File: src/include/ssp_pkg.sv
// package of constants and types for the synthesizer serial programming port
// ==========================================================================
package ssp_pkg;
  // ==========================================================
  // word layout
  localparam int WORD_W = 24;
  localparam int ADDR_W = 4;
  localparam int NUM_LATCH = 8;
  localparam int SEL_W = 3;
  localparam int SYNC_STAGES = 2;
  localparam logic [WORD_W-1:0] LATCH_RESET = 24'h000000;
  localparam logic [WORD_W-1:0] QUICK_SETUP_WORD = 24'h20c709;
  localparam logic [ADDR_W-1:0] CODE_L1 = 4'h3;
  localparam logic [ADDR_W-1:0] CODE_L2 = 4'h5;
  localparam logic [ADDR_W-1:0] CODE_L3 = 4'h7;
  localparam logic [ADDR_W-1:0] CODE_L4 = 4'h9;
  localparam logic [ADDR_W-1:0] CODE_L5 = 4'hb;
  localparam logic [ADDR_W-1:0] CODE_L6 = 4'hd;
  localparam logic [ADDR_W-1:0] CODE_L7 = 4'hf;
  localparam logic [SEL_W-1:0] SEL_MAIN = 3'h0;

  // ==========================================================
  // types
  typedef struct packed {
    logic [WORD_W-1:0] rf_integer_fraction_word;
    logic [WORD_W-1:0] rf_ref_denominator_word;
    logic [WORD_W-1:0] aux_divider_powerdown_word;
    logic [WORD_W-1:0] pump_gain_aux_ref_word;
    logic [WORD_W-1:0] fixed_setup_word;
    logic [WORD_W-1:0] extended_fraction_word;
    logic [WORD_W-1:0] fast_acquire_settings_word;
    logic [WORD_W-1:0] counter_reset_control_word;
  } ssp_latches_t;

  typedef struct packed {
    logic serialClk;
    logic serialData;
    logic loadStrobe;
  } ssp_link_t;
endpackage : ssp_pkg

File: src/design/ssp_serial_port.sv
// serial shift register and latch bank of the programming port
`timescale 1ns/1ns
`default_nettype none
module ssp_serial_port (
  // clock and reset
  input wire logic mclk,
  input wire logic reset,

  // three-wire link, asynchronous to mclk
  input wire ssp_pkg::ssp_link_t link,

  // latch contents
  output var ssp_pkg::ssp_latches_t latches,

  // load events, one cycle each
  output logic [ssp_pkg::NUM_LATCH-1:0] latchLoad,
  output logic lockCountersReset
);

  // ========================================================
  // local sizes

  // one bit per link pin
  localparam int PIN_W = $bits(ssp_pkg::ssp_link_t);

  // depth of every synchroniser chain
  localparam int SYNC_N = ssp_pkg::SYNC_STAGES;

  // stage whose output is the settled pin level
  localparam int LAST_STAGE = SYNC_N - 1;

  // highest shift bit that survives one more shift
  localparam int KEEP_TOP = ssp_pkg::WORD_W - 2;

  // ========================================================
  // address decode

  // bit 0 low means latch zero whatever bits 3..1 hold, so the
  // main divider word keeps three more payload bits
  function automatic logic [ssp_pkg::SEL_W-1:0] decodeSel(
    input logic [ssp_pkg::ADDR_W-1:0] code
  );
    logic [ssp_pkg::SEL_W-1:0] s;
    s = ssp_pkg::SEL_MAIN;
    if (code[0]) begin
      s = code[ssp_pkg::ADDR_W-1:1];
    end
    return s;
  endfunction : decodeSel

  // one-hot form of a latch index
  function automatic logic [ssp_pkg::NUM_LATCH-1:0] selHot(
    input logic [ssp_pkg::SEL_W-1:0] s
  );
    logic [ssp_pkg::NUM_LATCH-1:0] h;
    h = '0;
    h[s] = 1'b1;
    return h;
  endfunction : selHot

  // ========================================================
  // pin synchronisers

  logic [PIN_W-1:0] pinRaw;

  wire [PIN_W-1:0] pinSync;

  assign pinRaw = link;

  // the first stage feeds only the next one; logic reads the last
  for (genvar b = 0; b < PIN_W; b++) begin : g_sync
    logic [SYNC_N-1:0] chain_ff;
    logic [SYNC_N-1:0] nxt_chain;

    always_comb begin
      nxt_chain = {chain_ff[SYNC_N-2:0], pinRaw[b]};
    end

    always_ff @(posedge mclk or posedge reset) begin
      if (reset) begin
        chain_ff <= '0;
      end else begin
        chain_ff <= nxt_chain;
      end
    end

    assign pinSync[b] = chain_ff[LAST_STAGE];
  end : g_sync

  // ========================================================
  // edge detection on settled pins

  wire [PIN_W-1:0] pinRise;

  for (genvar b = 0; b < PIN_W; b++) begin : g_edge
    logic prev_ff;
    logic nxt_prev;

    always_comb begin
      nxt_prev = pinSync[b];
    end

    always_ff @(posedge mclk or posedge reset) begin
      if (reset) begin
        // clock and strobe idle low, so release shows no false edge
        prev_ff <= '0;
      end else begin
        prev_ff <= nxt_prev;
      end
    end

    assign pinRise[b] = pinSync[b] & ~prev_ff;
  end : g_edge

  ssp_pkg::ssp_link_t syncLink;

  ssp_pkg::ssp_link_t riseLink;

  logic clkRise;

  logic strobeRise;

  logic sData;

  assign syncLink = pinSync;

  assign riseLink = pinRise;

  assign clkRise = riseLink.serialClk;

  assign strobeRise = riseLink.loadStrobe;

  assign sData = syncLink.serialData;

  // ========================================================
  // input shift register

  logic [ssp_pkg::WORD_W-1:0] shift_ff;

  logic [ssp_pkg::WORD_W-1:0] nxt_shift;

  always_comb begin
    nxt_shift = shift_ff;
    // clock edges while the strobe is high are ignored
    if (clkRise && !syncLink.loadStrobe) begin
      // msb enters first and walks up to bit 23
      nxt_shift = {shift_ff[KEEP_TOP:0], sData};
    end
  end

  // the word is not cleared after a load: a short frame leaves
  // older bits in place, as the host link defines
  always_ff @(posedge mclk or posedge reset) begin
    if (reset) begin
      shift_ff <= ssp_pkg::LATCH_RESET;
    end else begin
      shift_ff <= nxt_shift;
    end
  end

  // ========================================================
  // latch selection

  logic [ssp_pkg::SEL_W-1:0] sel;

  logic [ssp_pkg::NUM_LATCH-1:0] hit;

  assign sel = decodeSel(shift_ff[ssp_pkg::ADDR_W-1:0]);

  // exactly one latch takes the word on a strobe rise
  assign hit = strobeRise ? selHot(sel) : '0;

  // ========================================================
  // latch bank

  wire [ssp_pkg::WORD_W-1:0] bank [ssp_pkg::NUM_LATCH];

  for (genvar g = 0; g < ssp_pkg::NUM_LATCH; g++) begin : g_latch
    logic [ssp_pkg::WORD_W-1:0] word_ff;
    logic [ssp_pkg::WORD_W-1:0] nxt_word;

    always_comb begin
      // every other latch keeps its word until its own strobe
      nxt_word = word_ff;
      if (hit[g]) begin
        nxt_word = shift_ff;
      end
    end

    always_ff @(posedge mclk or posedge reset) begin
      if (reset) begin
        // latches never written keep this, so a short start-up works
        word_ff <= ssp_pkg::LATCH_RESET;
      end else begin
        word_ff <= nxt_word;
      end
    end

    assign bank[g] = word_ff;
  end : g_latch

  // ========================================================
  // load pulses

  logic [ssp_pkg::NUM_LATCH-1:0] load_ff;

  logic [ssp_pkg::NUM_LATCH-1:0] nxt_load;

  logic lockRst_ff;

  logic nxt_lockRst;

  always_comb begin
    nxt_load = hit;
    // only counters restart; no latch is preset by this
    nxt_lockRst = hit[ssp_pkg::SEL_MAIN];
  end

  always_ff @(posedge mclk or posedge reset) begin
    if (reset) begin
      load_ff <= '0;
      lockRst_ff <= '0;
    end else begin
      load_ff <= nxt_load;
      lockRst_ff <= nxt_lockRst;
    end
  end

  // ========================================================
  // outputs

  assign latches.rf_integer_fraction_word = bank[0];

  assign latches.rf_ref_denominator_word = bank[1];

  assign latches.aux_divider_powerdown_word = bank[2];

  assign latches.pump_gain_aux_ref_word = bank[3];

  assign latches.fixed_setup_word = bank[4];

  assign latches.extended_fraction_word = bank[5];

  assign latches.fast_acquire_settings_word = bank[6];

  assign latches.counter_reset_control_word = bank[7];

  assign latchLoad = load_ff;

  assign lockCountersReset = lockRst_ff;

endmodule : ssp_serial_port
`default_nettype wire

File: config.mk
export PLATFORM = sky130hd
export DESIGN_NAME = ssp_serial_port
export DESIGN_NICKNAME = d
export VERILOG_FILES = /design/src/include/ssp_pkg.sv /design/src/design/ssp_serial_port.sv
export SDC_FILE = /design/constraint.sdc
export NUM_CORES = 1
export LEC_CHECK = 0
export BUFFER_PORTS_ARGS = -buffer_cell sky130_fd_sc_hd__buf_2
export CORE_ASPECT_RATIO = 1.4
export CORE_MARGIN = 10
export CORE_UTILIZATION = 53
export CTS_CLUSTER_SIZE = 16
export DETAILED_ROUTE_END_ITERATION = 16
export GPL_ROUTABILITY_DRIVEN = 0
export PLACE_DENSITY = 0.81
export SETUP_SLACK_MARGIN = 0.2
export SYNTH_ARGS = -nofsm -noshare
export SYNTH_HDL_FRONTEND = slang
export SYNTH_SLANG_ARGS = --single-unit
export TNS_END_PERCENT = 30
File: constraint.sdc
create_clock -name mclk -period 7.8 [get_ports mclk]
set_clock_uncertainty 0.15 [all_clocks]
set_input_delay 0.39 -clock mclk [delete_from_list [all_inputs] [get_ports mclk]]
set_output_delay 0.39 -clock mclk [all_outputs]
set_load 0.03 [all_outputs]
==> out/qor.yml, run 1 <==
clock_network:
  cts.sinks: 232
  h-tree-depth: 1
  cts_buffers: 22
  path_clk_slew_ns: 0.06
  cts_resized: 0
  cts.path.max_buffers: 3
  clock_latency_ns: 0.49
  postCtsSetupBuffers: 0
  root_buffer: "clkbuf_16"
  tritoncts: "done"
  ctsHoldBuffers: 3
timing:
  period_needed_ns: 2.622
  fin_crit_sh: 0.3362
  fmax_mhz: 381.4
  max_slew_margin: 0.1276
  finalSetupTns_ns: 0
  whs_ns: -0.06833
  finalSetupViolations: 0
  tightest_slew_ns: 1.305
  rsz0062_at_grt: "no"
  hold_viol: 26
  maxSlewViolCount: 0
grt:
  grt_pass1_wl_mm: 32.01
  top_usage_layer: "met2"
  grt_use_met1: 0.2142
  antenna_found_initial: 0
  grtUsageMet2: 0.3193
  track_usage: 0.1846
  grt_max_degree: 150
  gr-total-overflow: 0
  grt_pass1_vias: 5401
  globalRouteMet3Util: 0.05939
setup_path:
  crit_chain: "and4bb_2 > nand3_1 > mux2_2"
  cp_slowest_cell: "nand3_1"
  crit_path_max_fanout: 25
  reg2reg_from: "shift_ff[3]"
  endpoint_kind: "register"
  critPathMaxStageDelay_ns: 0.91
  cp.arrival_ns: 2.84
  required_ns: 8.02
  critPathLaunchType: "register"
  critPathKind: "reg2reg"
  crit_start: "shift_ff[3]"
  crit_buf_inv: 0
  cp_top_family: "simple AND/OR/NAND/NOR gates"
cells_and_area:
  drive_above_1_share: 0.6091
  fin_nets: 718
  n_antenna_cell: 0
  fillers: 1099
  syn_to_final_growth_pct: 22.13
power:
  p_seq_frac: 0.477
  p_clk_frac: 0.355
  pwr_density_cell_nw_per_um2: 287.2
  power_switching_mw: 0.8652
  pwr-share-comb: 0.167
  p_sw_frac: 0.2899
  peakVddDrop_mv: 0.2689
  power_leakage_nw: 6.003
  p_int_mw: 2.119
die:
  die_w_um: 127.1
  rows: 54
  initial_core_util: 0.5429
  dieArea_um2: 21600
  pin_count: 206
  core_region_area_um2: 15680
  chipHeight_um: 169.9
yosys:
  seq_area_frac_synth: 0.6823
  ys_types: 23
  ys.warnings.count: 0
  avgSynthCellArea_um2: 16.49
  netlist_area_um2: 8509
  synth_nets: 521
  synth_edf_count: 0
  async_flop_share: 1.000
  ys_seq_elements: 232
  yosys_most_used_dff: "dfrtp_1"
  netlist_instances: 516
placement:
  io_buffers: 205
  dpl.hpwl_mm: 13.96
routing:
  ant_nets: 0
  firstDrtPassIters: 4
  drc: 0
  wl_per_cell_um: 21.73
  viasPerCell: 5.292
  drtIter0Drc: 351
  totalWireLength_mm: 20.10
  vias: 4895
run:
  drv_cap: 0
hold_path:
  holdCritPathClass: "in2async"
outcome:
  violations: "negative hold slack"
  status: "finished, violations left"
flip-flops by register name, summed over array words and instances (netlist names):
| register | flops |
|---|---|
| latchLoad | 8 |
| g_latch.word_ff | 192 |
| g_edge.prev_ff | 2 |
| shift_ff | 24 |
| g_sync.chain_ff | 6 |
routing by layer:
metal,share of wire,up-vias
met4,0.021,0
li1,-,2164
met3,0.080,30
met5,0,-
met1,0.38,2538
met2,0.52,163
layout make-up:
class	count	area [um2]	share of cell area
clock inverter	9	101.3	0.009752
tap	196	245.2	0.02360
inverter	7	33.78	0.003251
sequential	232	5806	0.5586
multi-input combinational	235	2472	0.2379
clock buffer	31	625.6	0.06020
timing repair buffer	215	1109	0.1067
path summary, 6_finish.rpt:
kind	to	slack (ns)	depth (start not counted)
worst max-delay path	g_latch[3].word_ff[21]	5.18	3
worst min-delay path	g_latch[6].word_ff[8]	-0.07	2
worst max register to register	g_latch[3].word_ff[21]	5.18	3
worst min register to register	g_sync[2].chain_ff[1]	0.20	0
max in group asynchronous	shift_ff[8]	5.89	3
min in group mclk	g_sync[2].chain_ff[1]	0.20	0
stage by stage:
stage | setup slack [ns] | cell area [um2] | power [mW] | utilization | std cells
2_1_floorplan | 0.8987 | 8509 | 1.779 | - | 516
6_report | 5.178 | 10390 | 2.984 | 0.6630 | 925
3_5_place_dp | 5.172 | 9635 | 1.955 | 0.6147 | 882
3_3_place_gp | 5.368 | 9635 | 1.934 | 0.6147 | 882
4_1_cts | 5.228 | 10390 | 3.021 | 0.6630 | 925
5_1_grt | 5.057 | 10390 | 3.111 | 0.6630 | 925
cells in the mapped netlist (all sizes together), types with 2 or more instances:
cell	number	area share
a22o	3	0.0031
and2	8	0.0059
and4bb	2	0.0029
buf	42	0.025
dfrtp	232	0.68
inv	7	0.0031
mux2	184	0.25
nand2	4	0.0018
nand2b	13	0.0096
nand3	2	0.0012
nor2	3	0.0013
nor2b	4	0.0029
or2	7	0.0051
power by group through the flow:
stage | Clock (mW) | Combinational, mW | Sequential [mW]
after floorplan | 0 | 0.191 | 1.59
after global placement | 0 | 0.498 | 1.44
after detailed placement | 0 | 0.508 | 1.45
after CTS | 1.09 | 0.510 | 1.43
after global routing | 1.14 | 0.532 | 1.44
final | 1.06 | 0.500 | 1.42
cells in the final DEF (no fill, tap or decap), drive strengths merged:
master,instances
dfrtp,232
a22o,3
clkbuf,31
o31ai,1
nand2b,13
nand2,4
or4,1
inv,7
or2,7
clkinv,6
nor3b,1
and4bb,2
a21oi,1
bufinv,2
clkinvlp,1
dlygate4sd3,3
nand4b,1
and2,8
buf,212
nor2,3
nor2b,4
nand3,2
mux2,184
kinds of logic (layout without fill, tap and decap cells):
kind of cell           Yosys count  count (layout)  share of synthesized area
AOI/OAI and AO/OA                5               5                   0.004558
and+or+nand+nor                 46              46                    0.03455
muxes                          184             184                     0.2501
DFF                            232             232                     0.6823
buffers and inverters           49             262                    0.02853
Power figures use the tool's default switching activity.
==> run 2: changes to the inputs <==
CORE_UTILIZATION = 48   (was 53)
PLACE_DENSITY = 0.78   (was 0.81)
clock period = 2.2 ns   (was 7.8 ns; I/O delays follow)
==> run 2 against run 1 <==
Net effect: the run now ends clean; global-route usage decreased by 1.3 points; design area up 2.9%; sequential power grew to 3.6 times the previous value; die area increased by 9.0%; flip-flop and latch count stayed put; highest routed layer unchanged; routed wire length is 2.8% higher; fmax is 35% higher; via count grew 0.29%; power rose to 3.6 times the previous value; critical path depth grew 1; combinational power increased to 3.6 times the previous value; worst setup slack got worse by 4.9 ns.
==> out/qor.yml, run 2 (same netlist as run 1, synthesis figures left out) <==
clock_network:
  cts.sinks: 232  # unchanged
  clock_latency_ns: 0.50  # was 0.49 ns
  cts.path.max_buffers: 3  # unchanged
  root_buffer: "clkbuf_16"  # unchanged
  path_clk_slew_ns: 0.06  # about the same
  h-tree-depth: 1  # unchanged
  tritoncts: "done"  # unchanged
  cts_buffers: 22  # unchanged
grt:
  track_usage: 0.1715  # was 0.1846
  gr-total-overflow: 0  # unchanged
  antenna_found_initial: 0  # unchanged
  grt_pass1_wl_mm: 32.33  # was 32.01 mm
  grt_max_degree: 110  # was 150
  grt_pass1_vias: 5508  # was 5401
placement:
  dpl.hpwl_mm: 14.27  # was 13.96 mm
  io_buffers: 205  # unchanged
  dpl.cell_count: 930  # was 882
  dp_worst_setup_slack_ns: 0.2172  # was 5.172 ns
  post_dp_cell_area_um2: 9832  # was 9635 um2
setup_path:
  r2r_end: "g_latch[6].word_ff[16]"  # was g_latch[3].word_ff[21]
  crit_path_max_fanout: 22  # was 25
  r2r_cells: 4  # was 3
  required_ns: 2.43  # was 8.02 ns
  path_depth: 4  # was 3
  crit_buf_inv: 1  # was 0
  critPathKind: "reg2reg"  # unchanged
  r2r_slack_ns: 0.26  # was 5.18 ns
  cp_slowest_cell: "dfrtp_1"  # was nand3_1
  reg2reg_from: "shift_ff[0]"  # was shift_ff[3]
  crit_chain: "nor2b_1 > nor2b_4 > buf_12 > mux2_2"  # was and4bb_2 > nand3_1 > mux2_2
  cp.arrival_ns: 2.16  # was 2.84 ns
  critPathMaxStageDelay_ns: 0.48  # was 0.91 ns
  cp_top_family: "simple AND/OR/NAND/NOR gates"  # unchanged
  critPathLaunchType: "register"  # unchanged
  endpoint_kind: "register"  # unchanged
die:
  die_w_um: 132.5  # was 127.1 um
  rows: 57  # was 54
  chipHeight_um: 177.5  # was 169.9 um
  initial_core_util: 0.4890  # was 0.5429
  core_region_area_um2: 17400  # was 15680 um2
  pin_count: 206  # unchanged
  dieArea_um2: 23530  # was 21600 um2
hold_path:
  min_from: "link[0]"
  hold_path_end: "g_sync[0].chain_ff[0]"
  holdCritPathClass: "in2reg"  # was in2async
  hold_depth: 2
routing:
  viasPerCell: 5.019  # was 5.292
  totalWireLength_mm: 20.67  # was 20.10 mm
  wl_per_cell_um: 21.13  # was 21.73 um
  firstDrtPassIters: 4  # unchanged
  vias: 4909  # was 4895
  ant_nets: 0  # unchanged
  drtIter0Drc: 179  # was 351
  drc: 0  # unchanged
cells_and_area:
  final_cell_mix: "dfrtp_1 (229), buf_2 (205), mux2_2 (169)"  # was dfrtp_1 (232), buf_2 (205), mux2_2 (169)
  n_antenna_cell: 0  # unchanged
  layout.cells.non_filler: 978  # was 925
  multi_input_area_um2: 2512  # was 2472 um2
  stdcell_area_um2: 10690  # was 10390 um2
  fillers: 1324  # was 1099
  top_register: "g_latch.word_ff"  # unchanged
  largest_reg_flops: 192  # unchanged
  drive_above_1_share: 0.6240  # was 0.6091
  seq_area_um2: 5809  # was 5806 um2
  syn_to_final_growth_pct: 25.67  # was 22.13%
  mostFrequentLayoutCell: "dfrtp_1"  # unchanged
  fin_nets: 731  # was 718
power:
  power_leakage_nw: 6.105  # was 6.003 nW
  peakVddDrop_mv: 0.5135  # was 0.2689 mV
  pwr_density_cell_nw_per_um2: 1014  # was 287.2 nW/um2
  p_total_mw: 10.85  # was 2.984 mW
outcome:
  status: "finished, final reports clean"  # was finished, violations left
timing:
  maxSlewViolCount: 0  # unchanged
  period_needed_ns: 1.936  # was 2.622 ns
  finalSetupViolations: 0  # unchanged
  fin_crit_sh: 0.8800  # was 0.3362
  fmax_mhz: 516.5  # was 381.4 MHz
  tightest_slew_ns: 0.5829  # was 1.305 ns
  fin_ws_ns: 0.2641  # was 5.178 ns
  finalSetupTns_ns: 0  # unchanged
  max_slew_margin: 0.6114  # was 0.1276
  hold_viol: 0  # was 26
  rsz0062_at_grt: "yes"  # was no
run:
  drv_cap: 0  # unchanged
[run 2: cell types whose count changed in the layout (fill, tap and decap cells not counted), sizes merged]
cell / change
bufinv: +1
dlygate4sd3: +2
or4: +2
inv: -1
buf: +9
[run 2: layout make-up]
class | instances | area share
inverter | 7 | 0.002808
multi-input combinational | 237 | 0.2349
tap | 236 | 0.02761
sequential | 232 | 0.5432
clock inverter | 9 | 0.01123
clock buffer | 31 | 0.06131
timing repair buffer | 226 | 0.1189
[run 2: timing repair]
item                                   in CTS  in global routing
endpoints found under the hold margin     235                  0
hold buffers                                5                  0
cloned                                      0                  2
setup endpoints to repair                   1                 43
gates resized for setup                     0                  6
pin swaps                                   0                  2
setup buffers                               0                  1
[run 2: through the flow]
stage,util,hold slack (ns)
2_1_floorplan,-,-0.008570
4_1_cts,0.6125,0.1059
3_3_place_gp,0.5650,-0.05701
3_5_place_dp,0.5650,-0.05716
5_1_grt,0.6145,0.1210
6_report,0.6145,0.1158
[run 2: how the worst max path moves through the flow]
| stage | from | to | slack (ns) |
|---|---|---|---|
| floorplan | reset | g_edge[0].prev_ff | -1.10 |
| finish | shift_ff[0] | g_latch[6].word_ff[16] | 0.26 |
| detailed placement | g_edge[0].prev_ff | g_latch[1].word_ff[5] | 0.22 |
| global route | g_sync[0].chain_ff[1] | g_latch[6].word_ff[18] | 0.19 |
| CTS | shift_ff[1] | g_latch[1].word_ff[5] | 0.20 |
| global placement | g_edge[0].prev_ff | g_latch[1].word_ff[7] | 0.26 |
[run 2: power breakdown]
group	internal, mW	switching [mW]	total [mW]
clock	2.43	1.52	3.95
combinational	0.634	1.19	1.82
sequential	4.69	0.386	5.07
total	7.75	3.10	10.8
[run 2: metal layers]
layer	vias up	routed length, um	part of all wire	GRT usage
li1	2186	-	-	-
met1	2552	8039	0.39	0.1984
met2	143	10940	0.53	0.3058
met3	28	1298	0.063	0.04527
met4	0	391	0.019	0.05009
met5	-	0	0	0
==> run 3: changes to the inputs <==
ABC_CLOCK_PERIOD_IN_PS = 2200   (was default)
CELL_PAD_IN_SITES_DETAIL_PLACEMENT = 0   (was default)
CELL_PAD_IN_SITES_GLOBAL_PLACEMENT = 2   (was default)
CORE_UTILIZATION = 33   (was 48)
PLACE_DENSITY = 0.76   (was 0.78)
==> run 3 against run 2 <==
Net effect: via count increased by 0.69%; sequential share of layout area decreased by 1.3 points; power increased by 5.4%; global-route usage decreased by 3.9 points; routed wire length increased by 7.2%; critical path depth decreased by 1; clock-buffer cell count unchanged; worst setup slack got worse by 0.022 ns; design area increased by 2.4%; sequential power about the same; critical path type unchanged; highest routed layer unchanged.
==> out/qor.yml, run 3 (same netlist as run 1, synthesis figures left out) <==
outcome:
  status: "finished, final reports clean"  # unchanged
clock_network:
  tritoncts: "done"  # unchanged
  clock_latency_ns: 0.50  # about the same
  root_buffer: "clkbuf_16"  # unchanged
  postCtsSetupBuffers: 0  # unchanged
  path_clk_slew_ns: 0.06  # about the same
  cts.sinks: 232  # unchanged
  h-tree-depth: 1  # unchanged
  cts_buffers: 24  # was 22
  cts.path.max_buffers: 3  # unchanged
timing:
  period_needed_ns: 1.958  # was 1.936 ns
  max_slew_margin: 0.6484  # was 0.6114
  finalSetupViolations: 0  # unchanged
  rsz0062_at_grt: "yes"  # unchanged
  fmax_mhz: 510.7  # was 516.5 MHz
  finalSetupTns_ns: 0  # unchanged
  maxSlewViolCount: 0  # unchanged
  fin_crit_sh: 0.8901  # was 0.8800
  hold_viol: 0  # unchanged
  tightest_slew_ns: 0.5274  # was 0.5829 ns
run:
  drv_cap: 0  # unchanged
grt:
  antenna_found_initial: 0  # unchanged
  grt_pass1_vias: 5513  # was 5508
  grt_pass1_wl_mm: 34.29  # was 32.33 mm
  track_usage: 0.1325  # was 0.1715
  gr-total-overflow: 0  # unchanged
  grt_max_degree: 95  # was 110
cells_and_area:
  mostFrequentLayoutCell: "dfrtp_1"  # unchanged
  syn_to_final_growth_pct: 28.67  # was 25.67%
  n_antenna_cell: 0  # unchanged
  post-route-util: 0.4314  # was 0.6145
  top_register: "g_latch.word_ff"  # unchanged
  seq_area_um2: 5809  # unchanged
  fillers: 2360  # was 1324
  multi_input_area_um2: 2520  # was 2512 um2
  drive_above_1_share: 0.6330  # was 0.6240
  largest_reg_flops: 192  # unchanged
  fin_nets: 741  # was 731
  final_cell_mix: "dfrtp_1 (229), buf_2 (205), mux2_2 (169)"  # unchanged
power:
  pwr_density_cell_nw_per_um2: 1045  # was 1014 nW/um2
  power_leakage_nw: 6.189  # was 6.105 nW
  peakVddDrop_mv: 0.7456  # was 0.5135 mV
  p_total_mw: 11.44  # was 10.85 mW
die:
  die_w_um: 155.7  # was 132.5 um
  rows: 69  # was 57
  dieArea_um2: 32700  # was 23530 um2
  core_region_area_um2: 25380  # was 17400 um2
  pin_count: 206  # unchanged
  chipHeight_um: 210  # was 177.5 um
  initial_core_util: 0.3353  # was 0.4890
setup_path:
  required_ns: 2.43  # about the same
  crit_buf_inv: 0  # was 1
  critPathMaxStageDelay_ns: 0.64  # was 0.48 ns
  cp_slowest_cell: "or4_4"  # was dfrtp_1
  endpoint_kind: "register"  # unchanged
  critPathLaunchType: "register"  # unchanged
  cp_top_family: "simple AND/OR/NAND/NOR gates"  # unchanged
  crit_path_max_fanout: 8  # was 22
  critPathKind: "reg2reg"  # unchanged
  cp.arrival_ns: 2.19  # was 2.16 ns
  crit_chain: "nand2_2 > or4_4 > mux2_4"  # was nor2b_1 > nor2b_4 > buf_12 > mux2_2
placement:
  io_buffers: 205  # unchanged
  dpl.hpwl_mm: 15.56  # was 14.27 mm
routing:
  firstDrtPassIters: 5  # was 4
  ant_nets: 0  # unchanged
  totalWireLength_mm: 22.15  # was 20.67 mm
  drc: 0  # unchanged
  wl_per_cell_um: 20.68  # was 21.13 um
  drtIter0Drc: 158  # was 179
  vias: 4943  # was 4909
  viasPerCell: 4.615  # was 5.019
hold_path:
  holdCritPathClass: "in2reg"  # unchanged
## run 3: cell type report
cell class / count / area share
Sequential cell: 232 / 0.5306
Multi-Input combinational cell: 237 / 0.2301
Timing Repair Buffer: 234 / 0.1182
Clock buffer: 31 / 0.06285
Tap cell: 319 / 0.03645
Clock inverter: 11 / 0.01908
Inverter: 7 / 0.002743
## run 3: power by group
part           switching [mW]  total (mW)  internal, mW
clock network            1.63        4.53          2.90
logic                    1.19        1.82         0.637
registers               0.394        5.08          4.69
total                    3.21        11.4          8.22
## run 3: worst register-to-register path, delay by kind of cell (launching register included)
family / cells / cell delay [ns]
flops: 1 / 0.51
mux: 1 / 0.34
simple gates: 2 / 0.84
## run 3: worst paths after layout
path,start,end,slack (ns),cells past startpoint
worst max-delay path,shift_ff[1],g_latch[1].word_ff[4],0.24,3
worst min-delay path,link[2],g_sync[2].chain_ff[0],0.12,2
worst max register to register,shift_ff[1],g_latch[1].word_ff[4],0.24,3
worst min register to register,g_sync[0].chain_ff[0],g_sync[0].chain_ff[1],0.20,0
max in group asynchronous,reset,g_latch[2].word_ff[22],0.50,5
min in group asynchronous,reset,g_latch[2].word_ff[3],0.59,4
## run 3: timing repair
item | 4_1_cts | 5_1_grt
hold endpoints to repair | 235 | 0
hold buffers | 5 | 0
pin swaps | 2 | 1
gates cloned | 2 | 0
endpoints found under the setup margin | 20 | 55
gates resized for setup | 3 | 3
## run 3: per-layer routing
layer / global-route usage / vias to the layer above / routed length [um]
met2: 0.2313 / 141 / 11620
met3: 0.03993 / 22 / 1620
li1: - / 2217 / -
met4: 0.02943 / 0 / 313
met1: 0.1564 / 2563 / 8595
met5: 0 / - / 0
## run 3: through the flow
| stage | area [um2] | hold WS (ns) | setup WS (ns) | std cells |
|---|---|---|---|---|
| 4_1_cts | 10950 | 0.09616 | 0.1921 | 1071 |
| 3_5_place_dp | 9973 | -0.02438 | 0.1810 | 1022 |
| 5_1_grt | 10950 | 0.1312 | 0.1951 | 1071 |
| 2_1_floorplan | 8513 | -0.008570 | -1.096 | 516 |
| 3_3_place_gp | 9973 | -0.02747 | 0.2464 | 1022 |
| 6_report | 10950 | 0.1191 | 0.2419 | 1071 |
